==> src/lles_cfg.svh <==
// constants of the link error status register group
// Notes on behaviour
// RULE1: read/write word: register zone low bound high half, memory zone low bound low half.
// RULE2: companion read/write word holds both zones' high bounds, same halves.
// RULE3: zone hit flags high while access address lies within bounds, inclusive.
// RULE4: status bit 17 set on unacknowledged back-to-back concurrent event interrupts.
// RULE5: status bit 16 set when receive data buffer pointer is zero.
// RULE6: status bit 15 set on zero transmit buffer pointer in listed events.
// RULE7: status bit 14 set when receive descriptor pointer register is zero.
// RULE8: status bit 13 set on zero transmit descriptor pointer during air events.
// RULE9: status bit 12 set when control structure format is invalid.
// RULE10: status bit 11 set when channel map ones differ from good count.
// RULE11: status bit 10 set when advertising packet spacing underruns interval.
// RULE12: status bit 9 set when inter-frame gap is too short.
// RULE13: status bit 8 set when allow list parsing times out.
// RULE14: bits 7 and 6 set when first event overlaps second prefetch.
// RULE15: status bit 5 set on inconsistent timing of consecutive table entries.
// RULE16: status bit 4 set when scheduler memory accesses are late.
// RULE17: status bit 3 set when radio controller memory accesses are late.
// RULE18: status bit 2 set when packet controller memory accesses are late.
// RULE19: status bit 1 set when decryption lags the received block.
// RULE20: status bit 0 set when encryption misses the transmit block.
// RULE21: status bits stay set until core reset clears the whole word.
// RULE22: read/write profiling word copied to the diagnostic output.
// RULE23: software writes 2 into extended radio select, bits 20 to 16.
`ifndef LLES_CFG_SVH
`define LLES_CFG_SVH
`define LLES_OFS_ZONE_MAX     32'h4000_0058
`define LLES_OFS_ZONE_MIN     32'h4000_005c
`define LLES_OFS_ERR_STAT     32'h4000_0060
`define LLES_OFS_PROFILE      32'h4000_0064
`define LLES_OFS_RADIO0       32'h4000_0070
`define LLES_OFS_RADIO1       32'h4000_0074
`define LLES_RST_ZERO         32'h0000_0000
`define LLES_RST_RADIO0       32'h0000_0002
`define LLES_RADIO0_RW_MASK   32'h00fc_0062
`define LLES_RADIO0_PULSE_BIT 0
`define LLES_RADIO1_RW_MASK   32'h001f_0000
`define LLES_ERR_WIDTH        18
`define LLES_CHMAP_WIDTH      37
`endif

==> src/lles_pkg.sv <==
// types of the link error status register group
package lles_pkg;
    typedef logic [31:0] lles_word_t;
    typedef logic [17:0] lles_err_t;
    typedef logic [36:0] lles_chmap_t;
    typedef logic [5:0]  lles_cnt_t;
    typedef enum logic [1:0] {
        LLES_IDLE = 2'b00,
        LLES_ACK  = 2'b01
    } lles_bus_st_t;
endpackage : lles_pkg

==> src/lles_regs.sv <==
// link error status, debug zone, profiling and radio control registers
`timescale 1ns/100ps
`include "lles_cfg.svh"
module lles_regs (
    input  wire logic              clk_i,
    input  wire logic              rst_i,
    input  wire logic              ce_i,
    input  wire logic              wb_cyc_i,
    input  wire logic              wb_stb_i,
    input  wire logic              wb_we_i,
    input  wire lles_pkg::lles_word_t wb_adr_i,
    input  wire logic [3:0]        wb_sel_i,
    input  wire lles_pkg::lles_word_t wb_dat_i,
    output logic                   wb_ack_o,
    output logic                   wb_err_o,
    output lles_pkg::lles_word_t   wb_dat_o,
    input  wire logic [15:0]       reg_access_addr_i,
    input  wire logic [15:0]       mem_access_addr_i,
    output logic                   register_zone_hit_o,
    output logic                   exchange_mem_zone_hit_o,
    input  wire logic              event_irq_i,
    input  wire logic              event_irq_ack_i,
    input  wire logic [15:0]       rx_data_ptr_i,
    input  wire logic [15:0]       tx_data_ptr_i,
    input  wire logic              ptr_check_i,
    input  wire logic              air_event_i,
    input  wire logic              conn_event_i,
    input  wire logic              tx_len_nonzero_i,
    input  wire logic [15:0]       rx_desc_ptr_i,
    input  wire logic [15:0]       tx_desc_ptr_i,
    input  wire logic              format_invalid_i,
    input  wire logic              hop_start_i,
    input  wire lles_pkg::lles_chmap_t hopping_channel_map_i,
    input  wire lles_pkg::lles_cnt_t   good_channel_count_i,
    input  wire logic              adv_packet_i,
    input  wire logic              adv_interval_elapsed_i,
    input  wire logic              ifs_gap_underrun_i,
    input  wire logic              allow_list_timeout_i,
    input  wire logic              prefetch_instant_i,
    input  wire logic              event_busy_i,
    input  wire logic              entry_timing_bad_i,
    input  wire logic              sched_mem_late_i,
    input  wire logic              radio_mem_late_i,
    input  wire logic              packet_mem_late_i,
    input  wire logic              decrypt_late_i,
    input  wire logic              encrypt_late_i,
    output lles_pkg::lles_err_t    link_error_type_o,
    output lles_pkg::lles_word_t   profiling_word_o,
    output lles_pkg::lles_word_t   radio_control_word0_o,
    output lles_pkg::lles_word_t   radio_control_word1_o
);
    import lles_pkg::*;

    // ****************************************
    // registers
    // ****************************************
    lles_word_t   zone_min_q;
    lles_word_t   zone_max_q;
    lles_err_t    err_q;
    lles_err_t    err_d;
    lles_word_t   profile_q;
    lles_word_t   radio0_q;
    lles_word_t   radio1_q;
    lles_bus_st_t bus_st_q;
    logic         irq_pend_q;
    logic         adv_armed_q;
    lles_word_t   wmask;
    lles_cnt_t    ones_cnt;
    logic         req;
    logic         wr;
    logic         hit;

    assign req = wb_cyc_i && wb_stb_i && (bus_st_q == LLES_IDLE);
    assign wr  = wb_cyc_i && wb_stb_i && wb_we_i && wb_ack_o && ce_i;
    assign wmask = {{8{wb_sel_i[3]}}, {8{wb_sel_i[2]}}, {8{wb_sel_i[1]}}, {8{wb_sel_i[0]}}};

    always_comb begin
        case (wb_adr_i)
            `LLES_OFS_ZONE_MAX,
            `LLES_OFS_ZONE_MIN,
            `LLES_OFS_ERR_STAT,
            `LLES_OFS_PROFILE,
            `LLES_OFS_RADIO0,
            `LLES_OFS_RADIO1: hit = 1'b1;
            default:          hit = 1'b0;
        endcase
    end

    // ****************************************
    // wishbone handshake
    // ****************************************
    always_ff @(posedge clk_i) begin
        if (rst_i) begin
            bus_st_q <= LLES_IDLE;
            wb_ack_o <= 1'b0;
            wb_err_o <= 1'b0;
            wb_dat_o <= `LLES_RST_ZERO;
        end else if (ce_i) begin
            case (bus_st_q)
                LLES_IDLE: begin
                    wb_ack_o <= req && hit;
                    wb_err_o <= req && !hit;
                    if (req) begin
                        bus_st_q <= LLES_ACK;
                    end
                    case (wb_adr_i)
                        `LLES_OFS_ZONE_MAX: wb_dat_o <= zone_max_q;
                        `LLES_OFS_ZONE_MIN: wb_dat_o <= zone_min_q;
                        `LLES_OFS_ERR_STAT: wb_dat_o <= {14'h0000, err_q};
                        `LLES_OFS_PROFILE:  wb_dat_o <= profile_q;
                        `LLES_OFS_RADIO0:   wb_dat_o <= radio0_q & ~(32'h0000_0001);
                        `LLES_OFS_RADIO1:   wb_dat_o <= radio1_q;
                        default:            wb_dat_o <= `LLES_RST_ZERO;
                    endcase
                end
                LLES_ACK: begin
                    wb_ack_o <= 1'b0;
                    wb_err_o <= 1'b0;
                    bus_st_q <= LLES_IDLE;
                end
                default: begin
                    bus_st_q <= LLES_IDLE;
                end
            endcase
        end
    end

    // ****************************************
    // zone bounds and software words
    // ****************************************
    always_ff @(posedge clk_i) begin
        if (rst_i) begin
            zone_min_q <= `LLES_RST_ZERO;
            zone_max_q <= `LLES_RST_ZERO;
            profile_q  <= `LLES_RST_ZERO;
        end else if (wr) begin
            // RULE1 lower bounds word
            if (wb_adr_i == `LLES_OFS_ZONE_MIN) begin
                zone_min_q <= (zone_min_q & ~wmask) | (wb_dat_i & wmask);
            end
            // RULE2 upper bounds word
            if (wb_adr_i == `LLES_OFS_ZONE_MAX) begin
                zone_max_q <= (zone_max_q & ~wmask) | (wb_dat_i & wmask);
            end
            // RULE22 profiling word store
            if (wb_adr_i == `LLES_OFS_PROFILE) begin
                profile_q <= (profile_q & ~wmask) | (wb_dat_i & wmask);
            end
        end
    end

    // radio words: bit 0 of word0 is a self-clearing strobe
    always_ff @(posedge clk_i) begin
        if (rst_i) begin
            radio0_q <= `LLES_RST_RADIO0;
            radio1_q <= `LLES_RST_ZERO;
        end else if (ce_i) begin
            radio0_q[`LLES_RADIO0_PULSE_BIT] <= 1'b0;
            if (wr && wb_adr_i == `LLES_OFS_RADIO0) begin
                radio0_q <= (radio0_q & ~(wmask & `LLES_RADIO0_RW_MASK))
                          | (wb_dat_i & wmask & (`LLES_RADIO0_RW_MASK | 32'h0000_0001));
            end
            // RULE23 selection field storage
            if (wr && wb_adr_i == `LLES_OFS_RADIO1) begin
                radio1_q <= (radio1_q & ~(wmask & `LLES_RADIO1_RW_MASK))
                          | (wb_dat_i & wmask & `LLES_RADIO1_RW_MASK);
            end
        end
    end

    // ****************************************
    // zone hit flags
    // ****************************************
    always_ff @(posedge clk_i) begin
        if (rst_i) begin
            register_zone_hit_o     <= 1'b0;
            exchange_mem_zone_hit_o <= 1'b0;
        end else if (ce_i) begin
            // RULE3 inclusive range compare
            register_zone_hit_o     <= (reg_access_addr_i >= zone_min_q[31:16])
                                    && (reg_access_addr_i <= zone_max_q[31:16]);
            exchange_mem_zone_hit_o <= (mem_access_addr_i >= zone_min_q[15:0])
                                    && (mem_access_addr_i <= zone_max_q[15:0]);
        end
    end

    // ****************************************
    // fault detection
    // ****************************************
    always_comb begin
        ones_cnt = '0;
        for (int i = 0; i < `LLES_CHMAP_WIDTH; i++) begin
            ones_cnt = ones_cnt + lles_cnt_t'(hopping_channel_map_i[i]);
        end
    end

    // pending event interrupt and advertising spacing trackers
    always_ff @(posedge clk_i) begin
        if (rst_i) begin
            irq_pend_q  <= 1'b0;
            adv_armed_q <= 1'b0;
        end else if (ce_i) begin
            if (event_irq_i) begin
                irq_pend_q <= 1'b1;
            end else if (event_irq_ack_i) begin
                irq_pend_q <= 1'b0;
            end
            if (adv_packet_i) begin
                adv_armed_q <= 1'b1;
            end else if (adv_interval_elapsed_i) begin
                adv_armed_q <= 1'b0;
            end
        end
    end

    always_comb begin
        err_d = err_q;
        // RULE4 second irq while unacknowledged
        if (event_irq_i && irq_pend_q && !event_irq_ack_i) err_d[17] = 1'b1;
        // RULE5 null receive buffer
        if (ptr_check_i && rx_data_ptr_i == 16'h0000) err_d[16] = 1'b1;
        // RULE6 null transmit buffer
        if (ptr_check_i && tx_data_ptr_i == 16'h0000 && (air_event_i || (conn_event_i && tx_len_nonzero_i)))
            err_d[15] = 1'b1;
        // RULE7 null receive descriptor
        if (ptr_check_i && rx_desc_ptr_i == 16'h0000) err_d[14] = 1'b1;
        // RULE8 null transmit descriptor
        if (ptr_check_i && air_event_i && tx_desc_ptr_i == 16'h0000) err_d[13] = 1'b1;
        // RULE9 bad format
        if (format_invalid_i) err_d[12] = 1'b1;
        // RULE10 channel count mismatch
        if (hop_start_i && ones_cnt != good_channel_count_i) err_d[11] = 1'b1;
        // RULE11 advertising too soon
        if (adv_packet_i && adv_armed_q && !adv_interval_elapsed_i) err_d[10] = 1'b1;
        // RULE12 gap underrun
        if (ifs_gap_underrun_i) err_d[9] = 1'b1;
        // RULE13 allow list timeout
        if (allow_list_timeout_i) err_d[8] = 1'b1;
        // RULE14 prefetch overlap
        if (prefetch_instant_i && event_busy_i) begin
            err_d[7] = 1'b1;
            err_d[6] = 1'b1;
        end
        // RULE15 entry timing
        if (entry_timing_bad_i) err_d[5] = 1'b1;
        // RULE16 scheduler memory late
        if (sched_mem_late_i) err_d[4] = 1'b1;
        // RULE17 radio memory late
        if (radio_mem_late_i) err_d[3] = 1'b1;
        // RULE18 packet memory late
        if (packet_mem_late_i) err_d[2] = 1'b1;
        // RULE19 decrypt overrun
        if (decrypt_late_i) err_d[1] = 1'b1;
        // RULE20 encrypt overrun
        if (encrypt_late_i) err_d[0] = 1'b1;
    end

    // RULE21 sticky until reset
    always_ff @(posedge clk_i) begin
        if (rst_i) begin
            err_q <= '0;
        end else if (ce_i) begin
            err_q <= err_d;
        end
    end

    // ****************************************
    // mirrored outputs
    // ****************************************
    always_ff @(posedge clk_i) begin
        if (rst_i) begin
            link_error_type_o     <= '0;
            profiling_word_o      <= `LLES_RST_ZERO;
            radio_control_word0_o <= `LLES_RST_RADIO0;
            radio_control_word1_o <= `LLES_RST_ZERO;
        end else if (ce_i) begin
            link_error_type_o     <= err_q;
            // RULE22 copy to diagnostic port
            profiling_word_o      <= profile_q;
            radio_control_word0_o <= radio0_q;
            radio_control_word1_o <= radio1_q;
        end
    end
endmodule : lles_regs

==> config.mk <==
export PLATFORM = sky130hd
export DESIGN_NAME = lles_regs
export DESIGN_NICKNAME = d
export VERILOG_FILES = /design/src/lles_pkg.sv /design/src/lles_regs.sv
export VERILOG_INCLUDE_DIRS = /design/src
export SDC_FILE = /design/constraint.sdc
export NUM_CORES = 1
export LEC_CHECK = 0
export BUFFER_PORTS_ARGS = -buffer_cell sky130_fd_sc_hd__buf_2
export CORE_ASPECT_RATIO = 1.2
export CORE_MARGIN = 8
export CORE_UTILIZATION = 45
export DETAILED_ROUTE_END_ITERATION = 10
export PLACE_DENSITY = 0.71
export SKIP_LAST_GASP = 1
export SLEW_MARGIN = 40
export SYNTH_ARGS = -nofsm -noshare
export SYNTH_HDL_FRONTEND = slang
export SYNTH_SLANG_ARGS = --single-unit
==> constraint.sdc <==
create_clock -name clk_i -period 4.8 [get_ports clk_i]
set_clock_uncertainty 0.2 [all_clocks]
set_input_delay 0.24 -clock clk_i [delete_from_list [all_inputs] [get_ports clk_i]]
set_output_delay 0.24 -clock clk_i [all_outputs]
set_load 0.01 [all_outputs]
==> flow_summary.yaml <==
route:
  drt-pass1-iter-count: 5
  drt_wl_total_mm: 38.1
  detail_route.vias_per_cell: 5.22
  dr.first_iter.drc_count: 580
  antenna_violating_nets_post_route: 0
  drt-wirelength-per-cell_um: 18.7
  num_vias: 10700
  drc: 0
clocking:
  cts.clk_slew.worst_paths_ns: 0.06
  buffers_from_clock_root_to_sink_at_most: 3
  cts-htree-levels: 1
  number_of_buffers_inserted_by_post_cts_setup_repair: 0
  cts.root.buffer_cell: "sky130_fd_sc_hd__clkbuf_16"
  worstSkewPairLatency_ns: 0.53
  num_clock_sinks: 231
  tritoncts_clock_tree: "done"
  cts_buffers: 25
run:
  max_cap_viol_count: 0
global_routing:
  grt_met2_usage: 0.391
  global_route.usage.met3: 0.0542
  grt_max_degree: 168
  grt_pass1_vias: 11100
  antenna_violations_before_repair: 9
  gr-usage-all-layers: 0.222
  gr-max-usage-layer: "met2"
  gr-usage-met1: 0.259
  wire_length_of_the_first_global_routing_pass_mm: 58.9
  grt_overflow: 0
logic_synthesis:
  ys.flop_type: "sky130_fd_sc_hd__dfxtp_1"
  synth_top_area_share: 0.377
  yosys_warnings: 0
  netlist_instances: 1288
  synth_largest_area_cell: "sky130_fd_sc_hd__dfxtp_1"
  synth-async-reset-ratio: 0
  number_of_enable_flip_flop_cells_after_synthesis: 0
  synth_seq_cells: 231
  synthMostInstantiatedCell: "sky130_fd_sc_hd__dfxtp_1"
  post_synth_num_cell_types: 62
  ranking_of_synthesized_cells_by_area: "sky130_fd_sc_hd__dfxtp_1 38%, sky130_fd_sc_hd__mux2i_1 15%, sky130_fd_sc_hd__ha_1 7.2%"
  synth.avg_cell_area_sq_um: 9.53
  synth_top_cells_by_count: "231 x sky130_fd_sc_hd__dfxtp_1, 209 x sky130_fd_sc_hd__nor2_1, 190 x sky130_fd_sc_hd__mux2i_1"
  synth.yosys.seq_area_share: 0.377
  synthesis.area_sq_um: 12300
timing:
  final-max-slew-violation-count: 0
  slew-limit-headroom: 0.449
  grt_setup_unrepaired: "false"
  report.final.hold_viol_count: 0
  max_clock_freq_ghz: 0.225
  fin_crit_sh: 0.928
  finalSetupViolCount: 0
  tightest_slew_ns: 0.821
  whs_ns: 0.00942
  finalWorstPathRequiredPeriod_ns: 4.45
  layout_setup_ws_ns: 0.347
worst_hold_path:
  hold_path_startpoint: "good_channel_count_i[4]"
  timing.hold.worst.class: "input port to flip-flop"
  whs_endpoint: "err_q[11]$_SDFFE_PP0P_"
  min_delay_path_depth: 4
setup_path:
  timing.rr.start: "wb_ack_o$_SDFFE_PP0P_"
  cp_data_arrival_time_ns: 4.69
  crit_path_start_kind: "input port"
  crit_chain: "buf_2 -> fa_1 -> inv_1 -> fa_1 -> inv_1 -> fa_1 -> fa_1 -> fa_1 -> inv_1 -> fa_1 -> fa_1 -> nand2b_1 -> a21oi_1 -> or2_2 -> o31ai_1 -> a311oi_1"
  reg2reg_setup_slack_ns: 2.41
  critical_path.max_stage_delay_ns: 0.53
  critPathRequiredTime_ns: 5.04
  ff2ff_path_depth: 5
  timing.critical_path.mode_cell: "sky130_fd_sc_hd__fa_1"
  worstSetupPathType: "input port to flip-flop"
  crit_path_max_fanout: 3
  path_delay_family: "adder cells"
  critical_path_buf_inv_count: 4
  endpoint_kind: "flip-flop"
  crit_path_top_delay_cell: "sky130_fd_sc_hd__fa_1"
finish:
  final_design_area_no_fill_sq_um: 15700
  layout-drive-gt1-share: 0.247
  area_growth_syn_to_fin_pct: 27.7
  fin_nets: 2014
  final_core_util: 0.580
  filler_cell_count: 2325
power_and_ir_drop:
  power.ir.vdd_worst_uv: 503
  power_w: 0.00519
  power_density_nw_per_um2: 331
  power.static_leakage_nw: 7.08
floorplan:
  fp.dieArea_sq_um: 32800
  start_util: 0.455
  die_y_um: 197
  floorplan.rows: 66
  floorplan.io_pins: 383
  core_area_sq_um: 27000
  die_width_um: 167
placement:
  final_weighted_congestion_of_routability_driven_global_placement: 0.887
  dpl-instance-area_sq_um: 14200
  place_ws_ns: -0.204
  place.port_buffers: 333
  dp_hpwl_mm: 28.6
outcome:
  run_status: "completed"
## layout make-up
class / instances / area [sq um] / share of cell area
inverters: 116 / 435 / 0.0278
flip-flops and latches: 231 / 4620 / 0.295
diodes: 4 / 10.0 / 0.000639
clock buffers: 35 / 673 / 0.0429
well taps: 340 / 425 / 0.0271
clock inverters: 9 / 82.6 / 0.00527
repair buffers: 426 / 2620 / 0.167
multi-input cells: 882 / 6810 / 0.434
## repair_timing
item | in CTS | in global routing
endpoints found under the hold margin | 143 | 0
resized for setup | 0 | 0
hold buffers | 73 | 0
## worst reg2reg max path: stages (launching register included)
cell and delay [ns]:
sky130_fd_sc_hd__dfxtp_1 0.36, sky130_fd_sc_hd__and4_1 0.31, sky130_fd_sc_hd__nand3_1 0.28, sky130_fd_sc_hd__nor4_4 0.76
sky130_fd_sc_hd__mux2i_1 0.28, sky130_fd_sc_hd__nor2_1 0.07
## where the power goes
| part | switching (W) | internal [W] | leakage [nW] |
|---|---|---|---|
| registers | 0.0000146 | 0.00193 | 1.86 |
| logic | 0.000740 | 0.000692 | 4.85 |
| clock network | 0.000777 | 0.00103 | 0.365 |
## layout by cell type, fill, tap and decap left out, types with 4 or more instances in the layout
| cell | instances |
|---|---|
| sky130_fd_sc_hd__buf_4 | 14 |
| sky130_fd_sc_hd__a22oi_1 | 37 |
| sky130_fd_sc_hd__conb_1 | 49 |
| sky130_fd_sc_hd__fa_1 | 28 |
| sky130_fd_sc_hd__clkbuf_16 | 25 |
| sky130_fd_sc_hd__o21ai_0 | 18 |
| sky130_fd_sc_hd__nand4_1 | 10 |
| sky130_fd_sc_hd__buf_2 | 331 |
| sky130_fd_sc_hd__nand2_1 | 54 |
| sky130_fd_sc_hd__inv_1 | 115 |
| sky130_fd_sc_hd__or4_1 | 5 |
| sky130_fd_sc_hd__a21o_1 | 6 |
| sky130_fd_sc_hd__nor4_4 | 15 |
| sky130_fd_sc_hd__xnor2_1 | 5 |
| sky130_fd_sc_hd__mux2i_1 | 190 |
| sky130_fd_sc_hd__clkinv_2 | 4 |
| sky130_fd_sc_hd__diode_2 | 4 |
| sky130_fd_sc_hd__buf_6 | 5 |
| sky130_fd_sc_hd__nor2_1 | 208 |
| sky130_fd_sc_hd__dfxtp_1 | 231 |
| sky130_fd_sc_hd__dlygate4sd3_1 | 73 |
| sky130_fd_sc_hd__nor4_2 | 4 |
| sky130_fd_sc_hd__a41oi_1 | 5 |
| sky130_fd_sc_hd__a21oi_1 | 45 |
| sky130_fd_sc_hd__nand3_1 | 10 |
| sky130_fd_sc_hd__a22o_1 | 32 |
| sky130_fd_sc_hd__nor4_1 | 12 |
| sky130_fd_sc_hd__nand2b_1 | 8 |
| sky130_fd_sc_hd__ha_1 | 71 |
| sky130_fd_sc_hd__clkbuf_1 | 9 |
| sky130_fd_sc_hd__nor3_1 | 8 |
## worst max path at each step
stage / depth (start not counted) / startpoint / end
floorplan: 15 / hopping_channel_map_i[5] / err_q[11]$_SDFFE_PP0P_
global placement: 16 / hopping_channel_map_i[5] / err_q[11]$_SDFFE_PP0P_
detailed placement: 16 / hopping_channel_map_i[5] / err_q[11]$_SDFFE_PP0P_
CTS: 16 / hopping_channel_map_i[5] / err_q[11]$_SDFFE_PP0P_
global route: 17 / hopping_channel_map_i[5] / err_q[11]$_SDFFE_PP0P_
finish: 16 / hopping_channel_map_i[11] / err_q[11]$_SDFFE_PP0P_
## metal layers
metal | vias to the layer above | share of wire
li1 | 5157 | -
met1 | 5021 | 0.40
met2 | 397 | 0.50
met3 | 86 | 0.070
met4 | 10 | 0.032
met5 | - | 0.0014
## logic make-up (layout without fill, tap and decap cells)
group | count (synthesis) | after routing | synth area share
muxes | 190 | 190 | 0.155
xor gates and xnor gates | 7 | 7 | 0.00499
buffers and inverters | 223 | 586 | 0.0862
DFF | 231 | 231 | 0.377
and+or+nand+nor | 359 | 359 | 0.156
other | 1 | 53 | 0.000305
AOI/OAI and AO/OA | 178 | 178 | 0.103
adders and majority gates | 99 | 99 | 0.118
## through the flow
step	cells	setup TNS, ns
after global placement	1912	-0.133
after global routing	2043	0
after detailed placement	1919	-0.204
after CTS	2036	0
final	2043	0
after floorplan	1336	0
(Power assumes the default switching activity.)
